### src/verilog/ttrc_regs.svh
`ifndef TTRC_REGS_SVH
`define TTRC_REGS_SVH

////////////////////////////////////////////////////////////////////////
// Register offsets
`define TTRC_ADDR_TOUCH_STATUS 8'h03
`define TTRC_ADDR_NOISE_STATUS 8'h0a
`define TTRC_ADDR_RECAL_CFG 8'h2f
`define TTRC_ADDR_THR_ONE 8'h30
`define TTRC_ADDR_THR_TWO 8'h31
`define TTRC_ADDR_THR_THREE 8'h32
`define TTRC_ADDR_NOISE_SEL 8'h38
`define TTRC_ADDR_STBY_EN 8'h40
`define TTRC_ADDR_STBY_THR 8'h43

////////////////////////////////////////////////////////////////////////
// Reset values
`define TTRC_RST_RECAL_CFG 8'h8a
`define TTRC_RST_THR 7'h40
`define TTRC_RST_NOISE_SEL 2'h1
`define TTRC_RST_STBY_EN 3'h0
`define TTRC_RST_STBY_THR 7'h40

////////////////////////////////////////////////////////////////////////
// Field positions of the recalibration configuration
`define TTRC_BIT_BCAST 7
`define TTRC_BIT_KEEP_INT 6
`define TTRC_BIT_KEEP_NEG 5
`define TTRC_RUN_HI 4
`define TTRC_RUN_LO 3
`define TTRC_CAL_HI 2
`define TTRC_CAL_LO 0

////////////////////////////////////////////////////////////////////////
// Counts, in sensing samples or sensing cycles
`define TTRC_RUN_LEN_0 6'h08
`define TTRC_RUN_LEN_1 6'h10
`define TTRC_RUN_LEN_2 6'h20
`define TTRC_RUN_OFF 2'h3
`define TTRC_UPD_BASE 13'h0010
`define TTRC_UPD_1024 13'h0400
`define TTRC_UPD_2048 13'h0800
`define TTRC_UPD_4096 13'h1000
`define TTRC_LOG_MAX 4'h8

`endif

### src/verilog/ttrc_pkg.sv
`default_nettype none
package ttrc_pkg;

    // Serial slave states
    typedef enum logic [2:0] {
        TTRC_IDLE = 3'b000,
        TTRC_ADDR = 3'b001,
        TTRC_ADDR_ACK = 3'b010,
        TTRC_RX = 3'b011,
        TTRC_RX_ACK = 3'b100,
        TTRC_TX = 3'b101,
        TTRC_TX_ACK = 3'b110
    } ttrc_state_t;

    // Top-level state
    typedef struct packed {
        logic scl_s1;
        logic scl_s2;
        logic scl_d;
        logic sda_s1;
        logic sda_s2;
        logic sda_d;
        ttrc_state_t state;
        logic [3:0] bitcnt;
        logic [7:0] shift;
        logic [7:0] ptr;
        logic have_ptr;
        logic rw;
        logic nack;
        logic sda_oe_n;
        logic sda_out;
        logic [7:0] recal_cfg;
        logic [2:0][6:0] thr;
        logic [1:0] noise_sel;
        logic [2:0] stby_en;
        logic [6:0] stby_thr;
    } ttrc_top_t;

    // Per-input decision state
    typedef struct packed {
        logic touch;
        logic noise;
        logic [5:0] negcnt;
        logic neg_recal;
        logic signed [16:0] acc;
        logic [7:0] scount;
        logic [7:0] avg;
        logic avg_ready;
        logic base_update;
    } ttrc_chan_t;

    // Update period timer state
    typedef struct packed {
        logic [12:0] cnt;
        logic pulse;
    } ttrc_timer_t;

endpackage
`default_nettype wire

### src/verilog/ttrc_config.sv
`timescale 1ns/100ps
`default_nettype none
`include "ttrc_regs.svh"
module ttrc_config #(
    // Slave address, value arbitrary
    parameter logic [6:0] DEVICE_ADDRESS = 7'h2a
) (
    input wire logic ref_clk,
    input wire logic sys_rst,
    input wire logic scl_in,
    input wire logic sda_in,
    output logic sda_out,
    output logic sda_oe_n,
    input wire logic sense_cycle_done,
    input wire logic standby_active,
    input wire logic noise_filter_disable,
    input wire logic [2:0] recal_enable,
    input wire logic [2:0] sample_valid,
    input wire logic signed [7:0] delta_one,
    input wire logic signed [7:0] delta_two,
    input wire logic signed [7:0] delta_three,
    output logic [2:0] touch_status,
    output logic [2:0] noise_status,
    output logic [2:0] negative_recal,
    output logic [2:0] base_update,
    output logic [7:0] base_adjust_one,
    output logic [7:0] base_adjust_two,
    output logic [7:0] base_adjust_three,
    output logic [2:0] standby_monitor,
    output logic [2:0] sample_select
);
    ttrc_pkg::ttrc_top_t q;
    ttrc_pkg::ttrc_top_t next_q;
    logic scl_rise;
    logic scl_fall;
    logic bus_start;
    logic bus_stop;
    logic update_pulse;
    logic [7:0] rd_data;
    logic [2:0] touch_vec;
    logic [2:0] noise_vec;
    logic [2:0][7:0] delta_vec;
    logic [2:0][7:0] adjust_vec;

    assign delta_vec = {delta_three, delta_two, delta_one};

    ////////////////////////////////////////////////////////////////////
    // Bus line events, from synchronised copies only
    assign scl_rise = q.scl_s2 && !q.scl_d;
    assign scl_fall = !q.scl_s2 && q.scl_d;
    assign bus_start = q.scl_s2 && q.scl_d && q.sda_d && !q.sda_s2;
    assign bus_stop = q.scl_s2 && q.scl_d && !q.sda_d && q.sda_s2;

    always_comb begin
        case (q.ptr)
            `TTRC_ADDR_TOUCH_STATUS: rd_data = {5'h00, touch_vec};
            `TTRC_ADDR_NOISE_STATUS: rd_data = {5'h00, noise_vec};
            `TTRC_ADDR_RECAL_CFG: rd_data = q.recal_cfg;
            `TTRC_ADDR_THR_ONE: rd_data = {1'b0, q.thr[0]};
            `TTRC_ADDR_THR_TWO: rd_data = {1'b0, q.thr[1]};
            `TTRC_ADDR_THR_THREE: rd_data = {1'b0, q.thr[2]};
            `TTRC_ADDR_NOISE_SEL: rd_data = {6'h00, q.noise_sel};
            `TTRC_ADDR_STBY_EN: rd_data = {5'h00, q.stby_en};
            `TTRC_ADDR_STBY_THR: rd_data = {1'b0, q.stby_thr};
            default: rd_data = 8'h00;
        endcase
    end

    ////////////////////////////////////////////////////////////////////
    // Serial slave and register file
    always_comb begin
        next_q = q;
        next_q.scl_s1 = scl_in;
        next_q.scl_s2 = q.scl_s1;
        next_q.scl_d = q.scl_s2;
        next_q.sda_s1 = sda_in;
        next_q.sda_s2 = q.sda_s1;
        next_q.sda_d = q.sda_s2;
        next_q.sda_out = 1'b0;
        if (bus_start) begin
            next_q.state = ttrc_pkg::TTRC_ADDR;
            next_q.bitcnt = 4'h0;
            next_q.have_ptr = 1'b0;
            next_q.sda_oe_n = 1'b1;
        end else if (bus_stop) begin
            next_q.state = ttrc_pkg::TTRC_IDLE;
            next_q.sda_oe_n = 1'b1;
        end else if (scl_rise) begin
            // Sample data bits on rising clock
            case (q.state)
                ttrc_pkg::TTRC_ADDR, ttrc_pkg::TTRC_RX: begin
                    next_q.shift = {q.shift[6:0], q.sda_s2};
                    next_q.bitcnt = q.bitcnt + 4'h1;
                end
                ttrc_pkg::TTRC_TX_ACK: begin
                    next_q.nack = q.sda_s2;
                end
                default: begin
                end
            endcase
        end else if (scl_fall) begin
            // Change our drive only while clock is low
            case (q.state)
                ttrc_pkg::TTRC_ADDR: begin
                    if (q.bitcnt == 4'h8) begin
                        if (q.shift[7:1] == DEVICE_ADDRESS) begin
                            next_q.rw = q.shift[0];
                            next_q.sda_oe_n = 1'b0;
                            next_q.state = ttrc_pkg::TTRC_ADDR_ACK;
                        end else begin
                            next_q.state = ttrc_pkg::TTRC_IDLE;
                        end
                    end
                end
                ttrc_pkg::TTRC_ADDR_ACK: begin
                    next_q.bitcnt = 4'h0;
                    if (q.rw) begin
                        next_q.shift = rd_data;
                        next_q.sda_oe_n = rd_data[7];
                        next_q.state = ttrc_pkg::TTRC_TX;
                    end else begin
                        next_q.sda_oe_n = 1'b1;
                        next_q.state = ttrc_pkg::TTRC_RX;
                    end
                end
                ttrc_pkg::TTRC_RX: begin
                    if (q.bitcnt == 4'h8) begin
                        next_q.sda_oe_n = 1'b0;
                        next_q.state = ttrc_pkg::TTRC_RX_ACK;
                        if (!q.have_ptr) begin
                            next_q.ptr = q.shift;
                            next_q.have_ptr = 1'b1;
                        end else begin
                            next_q.ptr = q.ptr + 8'h01;
                            case (q.ptr)
                                `TTRC_ADDR_RECAL_CFG: begin
                                    next_q.recal_cfg = q.shift;
                                end
                                `TTRC_ADDR_THR_ONE: begin
                                    next_q.thr[0] = q.shift[6:0];
                                    if (q.recal_cfg[`TTRC_BIT_BCAST]) begin
                                        next_q.thr[1] = q.shift[6:0];
                                        next_q.thr[2] = q.shift[6:0];
                                    end
                                end
                                `TTRC_ADDR_THR_TWO: begin
                                    next_q.thr[1] = q.shift[6:0];
                                end
                                `TTRC_ADDR_THR_THREE: begin
                                    next_q.thr[2] = q.shift[6:0];
                                end
                                `TTRC_ADDR_NOISE_SEL: begin
                                    next_q.noise_sel = q.shift[1:0];
                                end
                                `TTRC_ADDR_STBY_EN: begin
                                    next_q.stby_en = q.shift[2:0];
                                end
                                `TTRC_ADDR_STBY_THR: begin
                                    next_q.stby_thr = q.shift[6:0];
                                end
                                default: begin
                                end
                            endcase
                        end
                    end
                end
                ttrc_pkg::TTRC_RX_ACK: begin
                    next_q.sda_oe_n = 1'b1;
                    next_q.bitcnt = 4'h0;
                    next_q.state = ttrc_pkg::TTRC_RX;
                end
                ttrc_pkg::TTRC_TX: begin
                    if (q.bitcnt == 4'h7) begin
                        next_q.sda_oe_n = 1'b1;
                        next_q.ptr = q.ptr + 8'h01;
                        next_q.state = ttrc_pkg::TTRC_TX_ACK;
                    end else begin
                        next_q.shift = {q.shift[6:0], 1'b0};
                        next_q.sda_oe_n = q.shift[6];
                        next_q.bitcnt = q.bitcnt + 4'h1;
                    end
                end
                ttrc_pkg::TTRC_TX_ACK: begin
                    next_q.bitcnt = 4'h0;
                    if (q.nack) begin
                        next_q.state = ttrc_pkg::TTRC_IDLE;
                    end else begin
                        next_q.shift = rd_data;
                        next_q.sda_oe_n = rd_data[7];
                        next_q.state = ttrc_pkg::TTRC_TX;
                    end
                end
                default: begin
                    next_q.sda_oe_n = 1'b1;
                end
            endcase
        end
    end

    ////////////////////////////////////////////////////////////////////
    // State register with documented reset values
    always_ff @(posedge ref_clk or posedge sys_rst) begin
        if (sys_rst) begin
            q <= '0;
            q.state <= ttrc_pkg::TTRC_IDLE;
            q.scl_s1 <= 1'b1;
            q.scl_s2 <= 1'b1;
            q.scl_d <= 1'b1;
            q.sda_s1 <= 1'b1;
            q.sda_s2 <= 1'b1;
            q.sda_d <= 1'b1;
            q.sda_oe_n <= 1'b1;
            q.recal_cfg <= `TTRC_RST_RECAL_CFG;
            q.thr <= {3{`TTRC_RST_THR}};
            q.noise_sel <= `TTRC_RST_NOISE_SEL;
            q.stby_en <= `TTRC_RST_STBY_EN;
            q.stby_thr <= `TTRC_RST_STBY_THR;
        end else begin
            q <= next_q;
        end
    end

    ////////////////////////////////////////////////////////////////////
    // Common update timer
    ttrc_update_timer u_timer (
        .ref_clk(ref_clk),
        .sys_rst(sys_rst),
        .sense_cycle_done(sense_cycle_done),
        .period_select(q.recal_cfg[`TTRC_CAL_HI:`TTRC_CAL_LO]),
        .update_pulse(update_pulse)
    );

    // Per-input decision logic
    genvar gi;
    generate
        for (gi = 0; gi < 3; gi++) begin : g_chan
            logic in_stby;
            logic take;
            logic [6:0] use_thr;
            // gate inputs not monitored in standby
            assign in_stby = standby_active && q.stby_en[gi];
            assign take = sample_valid[gi]
                && (!standby_active || q.stby_en[gi]);
            assign use_thr = in_stby ? q.stby_thr : q.thr[gi];
            ttrc_input_channel u_chan (
                .ref_clk(ref_clk),
                .sys_rst(sys_rst),
                .sample_valid(take),
                .delta(delta_vec[gi]),
                .threshold(use_thr),
                .noise_percent(q.noise_sel),
                .noise_filter_disable(noise_filter_disable),
                .keep_intermediate_data(q.recal_cfg[`TTRC_BIT_KEEP_INT]),
                .keep_negative_counter(q.recal_cfg[`TTRC_BIT_KEEP_NEG]),
                .negative_run_length_select(
                    q.recal_cfg[`TTRC_RUN_HI:`TTRC_RUN_LO]),
                .sample_select(q.recal_cfg[`TTRC_CAL_HI:`TTRC_CAL_LO]),
                .update_pulse(update_pulse),
                .recal_enable(recal_enable[gi]),
                .touch(touch_vec[gi]),
                .noise(noise_vec[gi]),
                .neg_recal(negative_recal[gi]),
                .base_update(base_update[gi]),
                .base_adjust(adjust_vec[gi])
            );
        end
    endgenerate

    // Outputs
    assign sda_out = q.sda_out;
    assign sda_oe_n = q.sda_oe_n;
    assign touch_status = touch_vec;
    assign noise_status = noise_vec;
    assign base_adjust_one = adjust_vec[0];
    assign base_adjust_two = adjust_vec[1];
    assign base_adjust_three = adjust_vec[2];
    assign standby_monitor = q.stby_en;
    assign sample_select = q.recal_cfg[`TTRC_CAL_HI:`TTRC_CAL_LO];
endmodule
`default_nettype wire

### src/verilog/ttrc_input_channel.sv
`timescale 1ns/100ps
`default_nettype none
`include "ttrc_regs.svh"
module ttrc_input_channel (
    input wire logic ref_clk,
    input wire logic sys_rst,
    input wire logic sample_valid,
    input wire logic signed [7:0] delta,
    input wire logic [6:0] threshold,
    input wire logic [1:0] noise_percent,
    input wire logic noise_filter_disable,
    input wire logic keep_intermediate_data,
    input wire logic keep_negative_counter,
    input wire logic [1:0] negative_run_length_select,
    input wire logic [2:0] sample_select,
    input wire logic update_pulse,
    input wire logic recal_enable,
    output logic touch,
    output logic noise,
    output logic neg_recal,
    output logic base_update,
    output logic [7:0] base_adjust
);
    ttrc_pkg::ttrc_chan_t q;
    ttrc_pkg::ttrc_chan_t next_q;
    logic [6:0] noise_thr;
    logic [5:0] run_len;
    logic [3:0] log_n;
    logic [7:0] last_idx;
    logic is_touch;
    logic is_spike;
    logic [5:0] cnt_inc;
    logic signed [16:0] acc_new;

    // noise threshold as fraction of threshold
    always_comb begin
        case (noise_percent)
            2'h0: noise_thr = threshold >> 2;
            2'h1: noise_thr = (threshold >> 2) + (threshold >> 3);
            2'h2: noise_thr = threshold >> 1;
            default: noise_thr = (threshold >> 1) + (threshold >> 3);
        endcase
    end

    always_comb begin
        case (negative_run_length_select)
            2'h0: run_len = `TTRC_RUN_LEN_0;
            2'h1: run_len = `TTRC_RUN_LEN_1;
            default: run_len = `TTRC_RUN_LEN_2;
        endcase
    end

    always_comb begin
        if (sample_select > 3'h4) begin
            log_n = `TTRC_LOG_MAX;
        end else begin
            log_n = {1'b0, sample_select} + 4'h4;
        end
        last_idx = 8'((9'h001 << log_n) - 9'h001);
    end

    assign is_touch = delta > $signed({1'b0, threshold});
    // spike between noise and touch levels
    assign is_spike = !is_touch && !noise_filter_disable
        && (delta > $signed({1'b0, noise_thr}));
    assign cnt_inc = q.negcnt + 6'h01;
    assign acc_new = q.acc + 17'(delta);

    always_comb begin
        next_q = q;
        next_q.neg_recal = 1'b0;
        next_q.base_update = 1'b0;
        if (sample_valid) begin
            next_q.touch = is_touch;
            next_q.noise = is_spike;
            if (delta < 0) begin
                next_q.negcnt = cnt_inc;
            end else begin
                next_q.negcnt = 6'h00;
            end
            // noise clears negative run unless kept
            if (is_spike) begin
                next_q.negcnt = keep_negative_counter ? q.negcnt : 6'h00;
            end else if (delta < 0 && cnt_inc >= run_len
                && negative_run_length_select != `TTRC_RUN_OFF) begin
                next_q.neg_recal = 1'b1;
                next_q.negcnt = 6'h00;
            end
            if (is_spike) begin
                if (!keep_intermediate_data) begin
                    next_q.acc = '0;
                    next_q.scount = 8'h00;
                end
            end else if (!is_touch) begin
                if (q.scount >= last_idx) begin
                    next_q.avg = 8'(acc_new >>> log_n);
                    next_q.avg_ready = 1'b1;
                    next_q.acc = '0;
                    next_q.scount = 8'h00;
                end else begin
                    next_q.acc = acc_new;
                    next_q.scount = q.scount + 8'h01;
                end
            end
        end
        if (update_pulse && q.avg_ready && recal_enable) begin
            next_q.base_update = 1'b1;
            next_q.avg_ready = 1'b0;
        end
    end

    // State register
    always_ff @(posedge ref_clk or posedge sys_rst) begin
        if (sys_rst) begin
            q <= '0;
        end else begin
            q <= next_q;
        end
    end

    assign touch = q.touch;
    assign noise = q.noise;
    assign neg_recal = q.neg_recal;
    assign base_update = q.base_update;
    assign base_adjust = q.avg;
endmodule
`default_nettype wire

### src/verilog/ttrc_update_timer.sv
`timescale 1ns/100ps
`default_nettype none
`include "ttrc_regs.svh"
module ttrc_update_timer (
    input wire logic ref_clk,
    input wire logic sys_rst,
    input wire logic sense_cycle_done,
    input wire logic [2:0] period_select,
    output logic update_pulse
);
    ttrc_pkg::ttrc_timer_t q;
    ttrc_pkg::ttrc_timer_t next_q;
    logic [12:0] period;

    always_comb begin
        case (period_select)
            3'h5: period = `TTRC_UPD_1024;
            3'h6: period = `TTRC_UPD_2048;
            3'h7: period = `TTRC_UPD_4096;
            default: period = `TTRC_UPD_BASE << period_select;
        endcase
    end

    always_comb begin
        next_q = q;
        next_q.pulse = 1'b0;
        if (sense_cycle_done) begin
            if (q.cnt + 13'h0001 >= period) begin
                next_q.cnt = 13'h0000;
                next_q.pulse = 1'b1;
            end else begin
                next_q.cnt = q.cnt + 13'h0001;
            end
        end
    end

    // State register
    always_ff @(posedge ref_clk or posedge sys_rst) begin
        if (sys_rst) begin
            q <= '0;
        end else begin
            q <= next_q;
        end
    end

    assign update_pulse = q.pulse;
endmodule
`default_nettype wire
### config.mk
export PLATFORM = sky130hd
export DESIGN_NAME = ttrc_config
export DESIGN_NICKNAME = d
export VERILOG_FILES = /design/src/verilog/ttrc_pkg.sv /design/src/verilog/ttrc_config.sv /design/src/verilog/ttrc_input_channel.sv /design/src/verilog/ttrc_update_timer.sv
export VERILOG_INCLUDE_DIRS = /design/src /design/src/verilog
export SDC_FILE = /design/constraint.sdc
export NUM_CORES = 1
export LEC_CHECK = 0
export BUFFER_PORTS_ARGS = -buffer_cell sky130_fd_sc_hd__buf_2
export CAP_MARGIN = 20
export CORE_MARGIN = 8
export CORE_UTILIZATION = 63
export DETAILED_ROUTE_END_ITERATION = 16
export PLACE_DENSITY = 0.83
export SLEW_MARGIN = 20
export SYNTH_ARGS = -nofsm -noshare
export SYNTH_HDL_FRONTEND = slang
export SYNTH_SLANG_ARGS = --single-unit
### constraint.sdc
create_clock -name ref_clk -period 8.3 [get_ports ref_clk]
set_input_delay 1.245 -clock ref_clk [delete_from_list [all_inputs] [get_ports ref_clk]]
set_output_delay 1.245 -clock ref_clk [all_outputs]
set_load 0.02 [all_outputs]
==> results of run 1 <==
==> registers in the layout, indices dropped and copies added, names as in the netlist <==
name and cells:
g_chan.u_chan.q 93, q 63, g_chan.u_chan.base_adjust 24, u_timer.q 13, next_q 4, g_chan.u_chan.base_update 3
g_chan.u_chan.neg_recal 3, g_chan.u_chan.noise 3, g_chan.u_chan.touch 3, sample_select 3, standby_monitor 3, sda_oe_n 1
u_timer.update_pulse 1
==> cell usage in the layout (no fill, tap or decap), types with 10 or more instances in the layout <==
cell       netlist  layout
inv_1           83      82
nand2_1        195     195
nand4_1         18      18
buf_2           10      79
nor2b_1         27      27
a211oi_1        14      14
ha_1           164     164
a21oi_1        124     124
xnor2_1         54      54
a22o_1          43      43
dfrtp_1        202     202
o21ai_0        140     140
and3_1          27      27
xor2_1          29      29
conb_1           2      10
nand2b_1        23      23
dfstp_2         15      15
and2_1          12      12
o21a_1          15      15
mux2_2          61      61
o31ai_1         15      15
mux2i_1         20      20
a31oi_1         33      33
nand3_1         68      68
mux4_2          13      13
clkbuf_16        0      27
a21o_1          22      22
o211ai_1        19      19
nor3_1          25      25
o21ai_1         11      11
nor2_1         127     127
a22oi_1         11      11
==> worst max path at each step <==
stage	from	end	slack, ns	depth (start not counted)
global placement	standby_active	g_chan[2].u_chan.q[13]$_DFFE_PP0P_	2.38	20
finish	standby_active	g_chan[2].u_chan.base_adjust[7]$_DFFE_PP0P_	2.81	20
floorplan	sys_rst	g_chan[0].u_chan.base_adjust[0]$_DFFE_PP0P_	1.14	1
CTS	standby_active	g_chan[2].u_chan.q[10]$_DFFE_PP0P_	2.76	20
detailed placement	standby_active	g_chan[2].u_chan.q[19]$_DFFE_PP0P_	2.23	20
global route	standby_active	g_chan[2].u_chan.base_adjust[7]$_DFFE_PP0P_	2.35	20
==> final cells by class <==
class	count	area [um^2]
Antenna cell	2	5.00
Sequential cell	217	5450
Inverter	96	370
Multi-Input combinational cell	1508	10800
Timing Repair Buffer	91	529
Tap cell	341	427
Fill cell	2109	8490
Clock buffer	39	771
Clock inverter	6	60.1
==> cell families (layout without fill, tap and decap cells) <==
family / after synthesis / in the layout / synth area share, %
adders and majority gates: 171 / 171 / 12.5
muxes: 98 / 98 / 7.32
buffers and inverters: 214 / 232 / 5.97
other: 2 / 12 / 0.0436
xor gates and xnor gates: 83 / 83 / 4.22
AOI/OAI and AO/OA: 568 / 568 / 22.1
DFF: 217 / 217 / 31.6
and+or+nand+nor: 578 / 578 / 16.2
==> cells in the mapped netlist, types with 11 or more instances <==
master	number	share of area, %
and3_1	27	0.98
o21ai_1	11	0.32
nand2_1	195	4.3
buf_4	48	2.1
o31ai_1	15	0.65
xor2_1	29	1.5
clkbuf_1	53	1.2
nor2_1	127	2.8
nand4_1	18	0.65
nor3_1	25	0.73
a21oi_1	124	3.6
dfrtp_1	202	29
inv_1	83	1.8
a22o_1	43	2.2
a22oi_1	11	0.48
xnor2_1	54	2.7
nand2b_1	23	0.84
o21ai_0	140	4.1
and2_1	12	0.44
dfstp_2	15	2.3
mux2_2	61	4.0
mux4_2	13	1.7
nor2b_1	27	0.98
o21a_1	15	0.65
a21o_1	22	0.96
ha_1	164	12
a211oi_1	14	0.61
a31oi_1	33	1.2
nand3_1	68	2.0
mux2i_1	20	1.2
o211ai_1	19	0.83
==> critical path, stage by stage <==
cell and delay (ns):
buf_2 0.18, nand2_4 0.17, mux2i_4 0.43, clkinv_1 0.33, ha_1 0.32, ha_1 0.18, inv_1 0.07, o21ai_0 0.11
a21o_1 0.20, a21oi_1 0.18, nor3_1 0.06, o21ai_0 0.16, o311ai_0 0.16, ha_1 0.33, o21ai_0 0.16, a21oi_1 0.08
o31a_1 0.34, nor4_4 0.82, nand2_1 0.13, o211a_1 0.23
==> per-stage QoR <==
stage | power, mW | instances
floorplan | 3.01 | 1939
global placement | 3.34 | 2250
detailed placement | 3.42 | 2250
CTS | 4.56 | 2295
global route | 4.88 | 2300
finish | 4.60 | 2300
==> report_power, final <==
part | total (mW) | internal (mW) | leakage [nW] | switching, mW
Clock | 1.13 | 0.667 | 0.403 | 0.462
Combinational | 2.01 | 0.830 | 4.98 | 1.18
Sequential | 1.46 | 1.28 | 2.83 | 0.179
==> layer usage <==
layer  track usage, %  vias up  share of wire [%]
met4             12.1        0                4.8
met3             4.53      145                7.2
met1             35.5     7328                 42
met2             44.3      601                 46
li1                 -     7057                  -
met5                0        -                  0
==> metrics.txt, run 1 <==
outcome=finished, final reports clean; number of cell rows=60; Die Y=around 180 um; total of hold buffers inserted after clock tree synthesis=0; chip width=181 um; startpoint types=input port; number of optimization iterations in the first detailed-route pass=6; vias in the first global route=14740; fraction of the yosys area taken by sequential cells=31.6%; worst reg2reg path depth=19; per-instance average area after synthesis=8.92 um^2; CTS root buf=clkbuf_16; worst path required time=roughly 8.7 ns; worst IR drop on VDD=about 0.24 mV; later-pin clock latency in the skew report=0.54 ns; Critical Path AT=5.91 ns; maximum buffer depth of the clock tree=3; Post-synth top flop=dfrtp_1; cell area after placement=17500 um^2; maximum number of pins on one net before global-route repair=about 140; reported max-cap violation count=0; Post-CTS Setup Bufs=0; growth of design area from synthesis to finish=6.79%; CTS tree=built; Post-Syn Area=between 15000 and 20000 um^2; Vias/cell=6.58; setup violators final=0; setup slack at placement=2.23 ns; H-tree depth=1; final critical-path setup slack=2.81 ns; Tightest Pin Transition=1.10 ns; Hold Path Class=flip-flop to flip-flop; Min Hold Slack=0.354 ns; total of flip-flops plus latches after synthesis=217; Max Clk Rate=0.182 GHz; start point of the worst hold path=next_q[70]$_DFF_PP1_; number of nets with antenna violations after detailed routing=0; Final Cycle Share=about two thirds; routed wire length per instance=20.2 um; CTS Buf Count=26; Final GP Congestion=0.959; final total negative setup slack=0 ns; remaining global-route overflow=0; Layout Skew=0.0119 ns; final max-slew violation count=0; final non-filler cell area=18400 um^2; worst-path fanout max=18; post-layout min period=5.49 ns; effective utilization at floorplan=between 60% and 70%; path type of the worst setup path=input port to flip-flop; standby leakage power=8.22 nW; GRT Total Usage=27.3%; number of input and output port buffers inserted=79; Ys Warns=0; wire length after detailed routing=46500 um; total I/O pin count=81; ratio of total power to cell area=250 nW/um^2; share of synthesized flip-flops with an asynchronous set or reset=100%; number of antenna violations at the first check in global routing=2; initial drt markers=between 1000 and 1500; cell depth of the worst hold path=0; worst reg-to-reg setup slack=3.15 ns; setup repair after global routing missed its margin=false; TritonCTS Sinks=217; Max transition margin=26.7%; Final nets=2144; post-cts sizing count=0; DIE AREA=32900 um^2; instance count of the mapped netlist=1931; capture endpoint of the worst hold path=next_q[69]$_DFF_PP1_; estimated wirelength of the detail-placed design=approximately 33000 um; number of vias after detailed routing=15131; register clock-pin slew on the reported worst setup and hold paths=roughly 0.050 ns; number of distinct library cells after synthesis=97; endpoint of the worst register-to-register path=g_chan[2].u_chan.base_adjust[7]$_DFFE_PP0P_; utilization after layout=68.4%; hold violation total from the final report=0; wire length of the first global-routing pass=75100 um; Residual DRC=0; share of cells above drive strength 1=13.4%; worst r2r src=standby_monitor[2]$_DFFE_PP0P_; core region area=26900 um^2; nature of the critical path endpoint=flip-flop; number of enable flip-flop cells after synthesis=0
Power figures use the tool's default switching activity.
==> inputs of run 2 (changes only) <==
--- a/config.mk
+++ b/config.mk
@@ -9,9 +9,9 @@
 export BUFFER_PORTS_ARGS = -buffer_cell sky130_fd_sc_hd__buf_2
 export CAP_MARGIN = 20
 export CORE_MARGIN = 8
-export CORE_UTILIZATION = 63
+export CORE_UTILIZATION = 57
 export DETAILED_ROUTE_END_ITERATION = 16
-export PLACE_DENSITY = 0.83
+export PLACE_DENSITY = 0.8
 export SLEW_MARGIN = 20
 export SYNTH_ARGS = -nofsm -noshare
 export SYNTH_HDL_FRONTEND = slang
==> constraint.sdc (replaced) <==
create_clock -name ref_clk -period 4.85 [get_ports ref_clk]
set_input_delay 0.7275 -clock ref_clk [delete_from_list [all_inputs] [get_ports ref_clk]]
set_output_delay 0.7275 -clock ref_clk [all_outputs]
set_load 0.02 [all_outputs]
==> metrics.txt, run 2 (synthesis results as in run 1) <==
standby leakage power=8.45 nW (+2.8%); reported max-cap violation count=0 (unchanged); Critical Path AT=5.01 ns (-0.90 ns); FILL cells=2387 (+13%); Min Hold Slack=0.296 ns (-0.0588 ns); share of cells above drive strength 1=15.9% (+2.4 points); flip-flop count of the largest register, all copies and words added=93 (unchanged); area of the multi-input gates=10800 um^2 (+0.24%); ratio of total power to cell area=425 nW/um^2 (+70%); final max-slew violation count=0 (unchanged); number of cell rows=63 (+5.0%); worst-path fanout max=21 (+3); startpoint types=flip-flop; wire length after detailed routing=47500 um (+2.0%); top register by number of flip-flops=g_chan.u_chan.q; routed wire length per instance=19.8 um (-2.0%); Tightest Pin Transition=1.06 ns (-0.0376 ns); Final Cycle Share=between 90% and 100%; later-pin clock latency in the skew report=0.53 ns (about the same); commonest cells after routing, fill and taps aside=202 x dfrtp_1, 195 x nand2_1, 164 x ha_1; critical-path cell with the highest stage delay=dfrtp_1; number of optimization iterations in the first detailed-route pass=6 (unchanged); Die Y=190 um (+4.7%); core region area=29700 um^2 (+11%); Final nets=2190 (+2.1%); n_diodes=0 (-2); setup slack at placement=-0.344 ns (-2.57 ns); maximum number of pins on one net before global-route repair=170 (+19%); leading cell type in the layout, fill and taps excluded=dfrtp_1; Residual DRC=0 (unchanged); number of antenna violations at the first check in global routing=0 (-2); footprint of the flip-flops and latches=5450 um^2 (unchanged); remaining global-route overflow=0 (unchanged); Layout Skew=0.00716 ns (-0.00477 ns); worst path required time=5.26 ns (-3.46 ns); initial drt markers=1526 (+19%); Max Clk Rate=0.217 GHz; DIE AREA=36000 um^2 (+9.6%); nature of the critical path endpoint=flip-flop; growth of design area from synthesis to finish=9.34%; TritonCTS Sinks=217 (unchanged); number of nets with antenna violations after detailed routing=0 (unchanged); setup repair after global routing missed its margin=false; number of vias after detailed routing=15267 (+0.90%); Vias/cell=6.38 (-3.1%); setup violators final=0 (unchanged); wire length of the first global-routing pass=77700 um (+3.4%); estimated wirelength of the detail-placed design=34500 um (+4.8%); chain of cells forming the critical path=nand2_4, mux2_2, inv_1, xnor2_1, ha_1, a21oi_1, maj3_1, o21ai_1, and3_1, o21ai_0, o311ai_0, ha_1, o21ai_0, a21oi_1, o31a_1, buf_4, a211o_4, a21o_1, a22o_1; Max transition margin=29.0% (+2.3 points); final total negative setup slack=0 ns (unchanged); hold violation total from the final report=0 (unchanged); outcome=finished, final reports clean; CTS Buf Count=25 (-3.8%); effective utilization at floorplan=57.9% (-6.1 points); chip width=190 um (+4.7%); vias in the first global route=15023 (+1.9%); CTS tree=built; delay contributed by the slowest stage of the critical path=0.47 ns (-0.35 ns); GRT Total Usage=26.0% (-1.3 points); maximum buffer depth of the clock tree=3 (unchanged); Hold Path Class=input port to flip-flop; final critical-path setup slack=0.252 ns (-2.56 ns); path type of the worst setup path=flip-flop to flip-flop; register clock-pin slew on the reported worst setup and hold paths=0.06 ns (about the same); worst IR drop on VDD=0.305 mV (+26%); post-layout min period=between 4 and 5 ns; number of input and output port buffers inserted=79 (unchanged); Final Total Pwr=8.00 mW (+74%); CTS root buf=clkbuf_16; total I/O pin count=81 (unchanged); H-tree depth=1 (unchanged); Final GP Congestion=0.981 (+2.3%)
run 2: changes by cell type in the layout (fill, tap and decap cells not counted), moves of 2 or more:
| cell | change |
|---|---|
| diode_2 | -2 |
| clkbuf_16 | -2 |
| clkbuf_1 | -6 |
| buf_4 | +48 |
| buf_16 | -2 |
| bufinv_16 | +3 |
| clkbuf_8 | -2 |
| clkinvlp_4 | +3 |
| clkinv_4 | +3 |
run 2: worst max-delay path: cells and delay by family (launching register included):
| kind | cells | cell delay (ns) |
|---|---|---|
| AOI/OAI and AO/OA | 10 | 1.97 |
| adders and majority gates | 3 | 0.84 |
| and+or+nand+nor | 2 | 0.34 |
| DFF | 1 | 0.47 |
| buffers and inverters | 2 | 0.30 |
| xor gates and xnor gates | 1 | 0.14 |
| muxes | 1 | 0.41 |
run 2: layout make-up:
type / instances / share of cell area [%]
clock buffers: 29 / 3.56
flip-flops and latches: 217 / 28.9
clock inverters: 16 / 1.09
multi-input cells: 1509 / 57.4
repair buffers: 137 / 4.48
well taps: 390 / 2.59
inverters: 96 / 1.95
run 2: timing repair:
item                       CTS  global route
resized for setup            0             5
hold buffers                 0             0
setup endpoints to repair    0            28
setup buffers                0             0
run 2: layer usage:
metal	routed length, um	GRT usage (%)	part of all wire, %	vias up
li1	-	-	-	7160
met1	19700	34.0	42	7314
met2	22000	42.8	46	674
met3	4270	5.02	9.0	119
met4	1460	8.66	3.1	0
met5	0	0	0	-
run 2: metrics by stage:
| step | utilization, % | cell area, um^2 | std cells |
|---|---|---|---|
| after floorplan | - | 17300 | 1939 |
| after global placement | 60.3 | 17900 | 2348 |
| after detailed placement | 60.3 | 17900 | 2348 |
| after CTS | 63.3 | 18800 | 2393 |
| after global routing | 63.4 | 18800 | 2394 |
| final | 63.4 | 18800 | 2394 |
run 2: report_power, final:
part           switching (mW)  internal, mW  total (mW)
sequential              0.321          2.19        2.52
combinational            2.02          1.44        3.46
clock                   0.811          1.21        2.02
total                    3.15          4.84        8.00
run 2: final timing paths:
| check | startpoint | to | slack [ns] | cells past startpoint |
|---|---|---|---|---|
| worst max-delay path | standby_monitor[2]$_DFFE_PP0P_ | g_chan[2].u_chan.q[15]$_DFFE_PP0P_ | 0.25 | 19 |
| worst min-delay path | scl_in | next_q[73]$_DFF_PP1_ | 0.30 | 1 |
| worst max register to register | standby_monitor[2]$_DFFE_PP0P_ | g_chan[2].u_chan.q[15]$_DFFE_PP0P_ | 0.25 | 19 |
| worst min register to register | next_q[70]$_DFF_PP1_ | next_q[69]$_DFF_PP1_ | 0.36 | 0 |
| max in group asynchronous | sys_rst | q[64]$_DFFE_PP0P_ | 3.69 | 3 |
| min in group asynchronous | sys_rst | g_chan[0].u_chan.q[27]$_DFFE_PP0P_ | 0.42 | 3 |
==> inputs of run 3 (changes only) <==
--- a/config.mk
+++ b/config.mk
@@ -6,6 +6,7 @@
 export SDC_FILE = /design/constraint.sdc
 export NUM_CORES = 1
 export LEC_CHECK = 0
+export ABC_AREA = 1
 export BUFFER_PORTS_ARGS = -buffer_cell sky130_fd_sc_hd__buf_2
 export CAP_MARGIN = 20
 export CORE_MARGIN = 8
==> metrics.txt, run 3 <==
worst r2r src=standby_monitor[0]$_DFFE_PP0P_; final max-slew violation count=0 (unchanged); reported max-cap violation count=0 (unchanged); wire length of the first global-routing pass=87400 um (+12%); Residual DRC=0 (unchanged); Final GP Congestion=1.00 (+2.3%); number of optimization iterations in the first detailed-route pass=8 (+2); number of enable flip-flop cells after synthesis=0 (unchanged); number of input and output port buffers inserted=79 (unchanged); most repeated cell in the gate-level netlist after synthesis=nand2_1; area of the multi-input gates=10900 um^2 (+0.88%); Min Hold Slack=0.267 ns (-0.0288 ns); post-cts sizing count=0 (unchanged); leading cell type in the layout, fill and taps excluded=nand2_1; Critical Path AT=4.60 ns (-0.41 ns); estimated wirelength of the detail-placed design=41200 um (+19%); final total negative setup slack=0 ns (unchanged); worst path required time=5.31 ns (+0.05 ns); Tightest Pin Transition=0.934 ns (-0.124 ns); number of distinct library cells after synthesis=58 (-40%); worst reg-to-reg setup slack=0.71 ns (+0.46 ns); Final nets=2952 (+35%); total of flip-flops plus latches after synthesis=217 (unchanged); outcome=finished, final reports clean; maximum buffer depth of the clock tree=3 (unchanged); flip-flop count of the largest register, all copies and words added=93 (unchanged); total of hold buffers inserted after clock tree synthesis=0 (unchanged); standby leakage power=10.5 nW (+25%); TritonCTS Sinks=217 (unchanged); number of nets with antenna violations after detailed routing=0 (unchanged); post-layout min period=4.14 ns (-0.461 ns); total I/O pin count=81 (unchanged); path type of the worst setup path=flip-flop to flip-flop; end point of the critical path=g_chan[0].u_chan.q[38]$_DFFE_PP0P_; later-pin clock latency in the skew report=0.57 ns (+0.04 ns); Final Cycle Share=85.3% (-9.5 points); vias in the first global route=17295 (+15%); H-tree depth=1 (unchanged); commonest cells after routing, fill and taps aside=906 x nand2_1, 319 x inv_1, 232 x nand3_1; ratio of total power to cell area=446 nW/um^2 (+5.1%); nature of the critical path endpoint=flip-flop; worst IR drop on VDD=0.330 mV (+8.1%); FILL cells=2873 (+20%); Post-CTS Setup Bufs=0 (unchanged); GR peak layer=met2; footprint of the flip-flops and latches=5450 um^2 (unchanged); Post-synth top flop=dfrtp_1; global routing met1 resource utilization=36.9% (+2.9 points); met2 Usage GRT=45.1% (+2.3 points); effective utilization at floorplan=57.7% (-0.24 points); worst reg2reg path depth=27 (+8); Hold Path Class=input port to flip-flop; register clock-pin slew on the reported worst setup and hold paths=0.06 ns (about the same); GRT Total Usage=27.8% (+1.8 points); setup violators final=0 (unchanged); grt met3 use=4.95% (-0.070 points); chip width=194 um (+2.3%); remaining global-route overflow=0 (unchanged); top-area cell type share of the netlist area=27.9% (-1.4 points); number of cell rows=65 (+3.2%); DIE AREA=37700 um^2 (+4.8%); area leader, netlist=dfrtp_1; maximum number of pins on one net before global-route repair=118 (-31%); fraction of the yosys area taken by sequential cells=30.1% (-1.6 points); number of antenna violations at the first check in global routing=1 (+1); endpoint of the worst register-to-register path=g_chan[0].u_chan.q[38]$_DFFE_PP0P_; top cells by area, synth=dfrtp_1 28%, nand2_1 19%, ha_1 11%, inv_1 6.6%, nand3_1 6.4%; Worst setup startpoint=standby_monitor[0]$_DFFE_PP0P_; Die Y=194 um (+2.3%); worst-path fanout max=15 (-29%); most frequent cells after synthesis=906 x nand2_1, 320 x inv_1, 232 x nand3_1; Post-Syn Area=18100 um^2 (+5.2%); per-instance average area after synthesis=6.69 um^2 (-25%); instance count of the mapped netlist=2708 (+40%); initial drt markers=1730 (+13%); Vias/cell=5.73 (-10%); wire length after detailed routing=53500 um (+13%); top register by number of flip-flops=g_chan.u_chan.q; Final Total Pwr=8.77 mW (+9.7%); share of cells above drive strength 1=7.15% (-8.7 points); share of synthesized flip-flops with an asynchronous set or reset=100% (unchanged); Layout Skew=0.0109 ns (+0.00374 ns); hold violation total from the final report=0 (unchanged); CTS tree=built; number of vias after detailed routing=18168 (+19%); core region area=31400 um^2 (+5.6%); CTS root buf=clkbuf_16; startpoint types=flip-flop; setup repair after global routing missed its margin=false; routed wire length per instance=16.9 um (-15%); Max transition margin=37.5% (+8.5 points); Ys Warns=0 (unchanged); growth of design area from synthesis to finish=8.50%; Max Clk Rate=0.242 GHz (+11%); CTS Buf Count=27 (+8.0%); n_diodes=0 (unchanged)
## run 3: changes by cell type after synthesis, sizes merged, moves of 26 or more
cell and change:
nand2 +716, mux2 -60, xnor2 -36, a31oi -31, inv +234, a22o -42, nand4 +26, nor2 +71
o21ai +72, nor2b -27, nand3 +163, a21oi -36
## run 3: worst min-delay path by stage
stage | startpoint | end | slack, ns | cells past startpoint
after detailed placement | next_q[70]$_DFF_PP1_ | next_q[69]$_DFF_PP1_ | 0.35 | 0
after global routing | scl_in | next_q[73]$_DFF_PP1_ | 0.24 | 1
after global placement | next_q[73]$_DFF_PP1_ | next_q[72]$_DFF_PP1_ | 0.35 | 0
after CTS | scl_in | next_q[73]$_DFF_PP1_ | 0.24 | 1
after floorplan | next_q[70]$_DFF_PP1_ | next_q[69]$_DFF_PP1_ | 0.35 | 0
final | scl_in | next_q[73]$_DFF_PP1_ | 0.27 | 1
## run 3: area by class of cell
cell class,count,area share [%]
multi-input cells,2073,55.5
flip-flops and latches,217,27.7
inverters,328,6.28
clock buffers,32,3.69
repair buffers,101,2.98
well taps,402,2.56
clock inverters,18,1.31
## run 3: cells by family after synthesis
logic type | count (synthesis) | share of synthesized area (%)
AO/OA/AOI/OAI | 381 | 12.0
other | 2 | 0.0415
XOR/XNOR | 59 | 2.85
multiplexers | 1 | 0.0622
adder cells (fa/ha/maj) | 167 | 11.7
flip-flops | 217 | 30.1
buffers and inverters | 426 | 9.93
AND/OR/NAND/NOR | 1455 | 33.4
## run 3: report_power, final
| part | leakage (nW) | internal [mW] | switching [mW] |
|---|---|---|---|
| clock | 0.473 | 1.35 | 0.865 |
| sequential | 2.83 | 2.25 | 0.367 |
| combinational | 7.21 | 1.31 | 2.63 |
## run 3: through the flow
step	area, um^2	std cells	worst slack [ns]	util (%)
after floorplan	18100	2716	1.26	-
after global placement	18700	3121	0.546	59.5
after detailed placement	18700	3121	0.350	59.5
after CTS	19700	3171	0.763	62.6
after global routing	19700	3171	0.240	62.6
final	19700	3171	0.713	62.6
## run 3: metal layers
layer  vias up  part of all wire (%)
met5         -                 0.021
met4         2                   3.4
met3       125                   8.5
met2       718                    45
met1      8460                    43
li1       8863                     -
## run 3: critical path: stages, from the launching register on
cell      delay (ns)
dfrtp_1         0.48
nand2_2         0.25
nand2_1         0.18
nand2_2         0.13
inv_1           0.13
nand2_1         0.08
nand2_1         0.07
inv_1           0.04
ha_1            0.19
inv_1           0.05
nand2_1         0.06
nand2_1         0.08
nand2_1         0.06
nand2_1         0.09
nand2_1         0.05
nand2_1         0.05
nand3_1         0.07
o211ai_1        0.10
nand2_1         0.07
ha_1            0.29
nand2_1         0.07
nor3_1          0.21
nor3_1          0.08
nand2_1         0.41
inv_1           0.11
nand3_1         0.10
nand2_1         0.23
o21ai_0         0.29
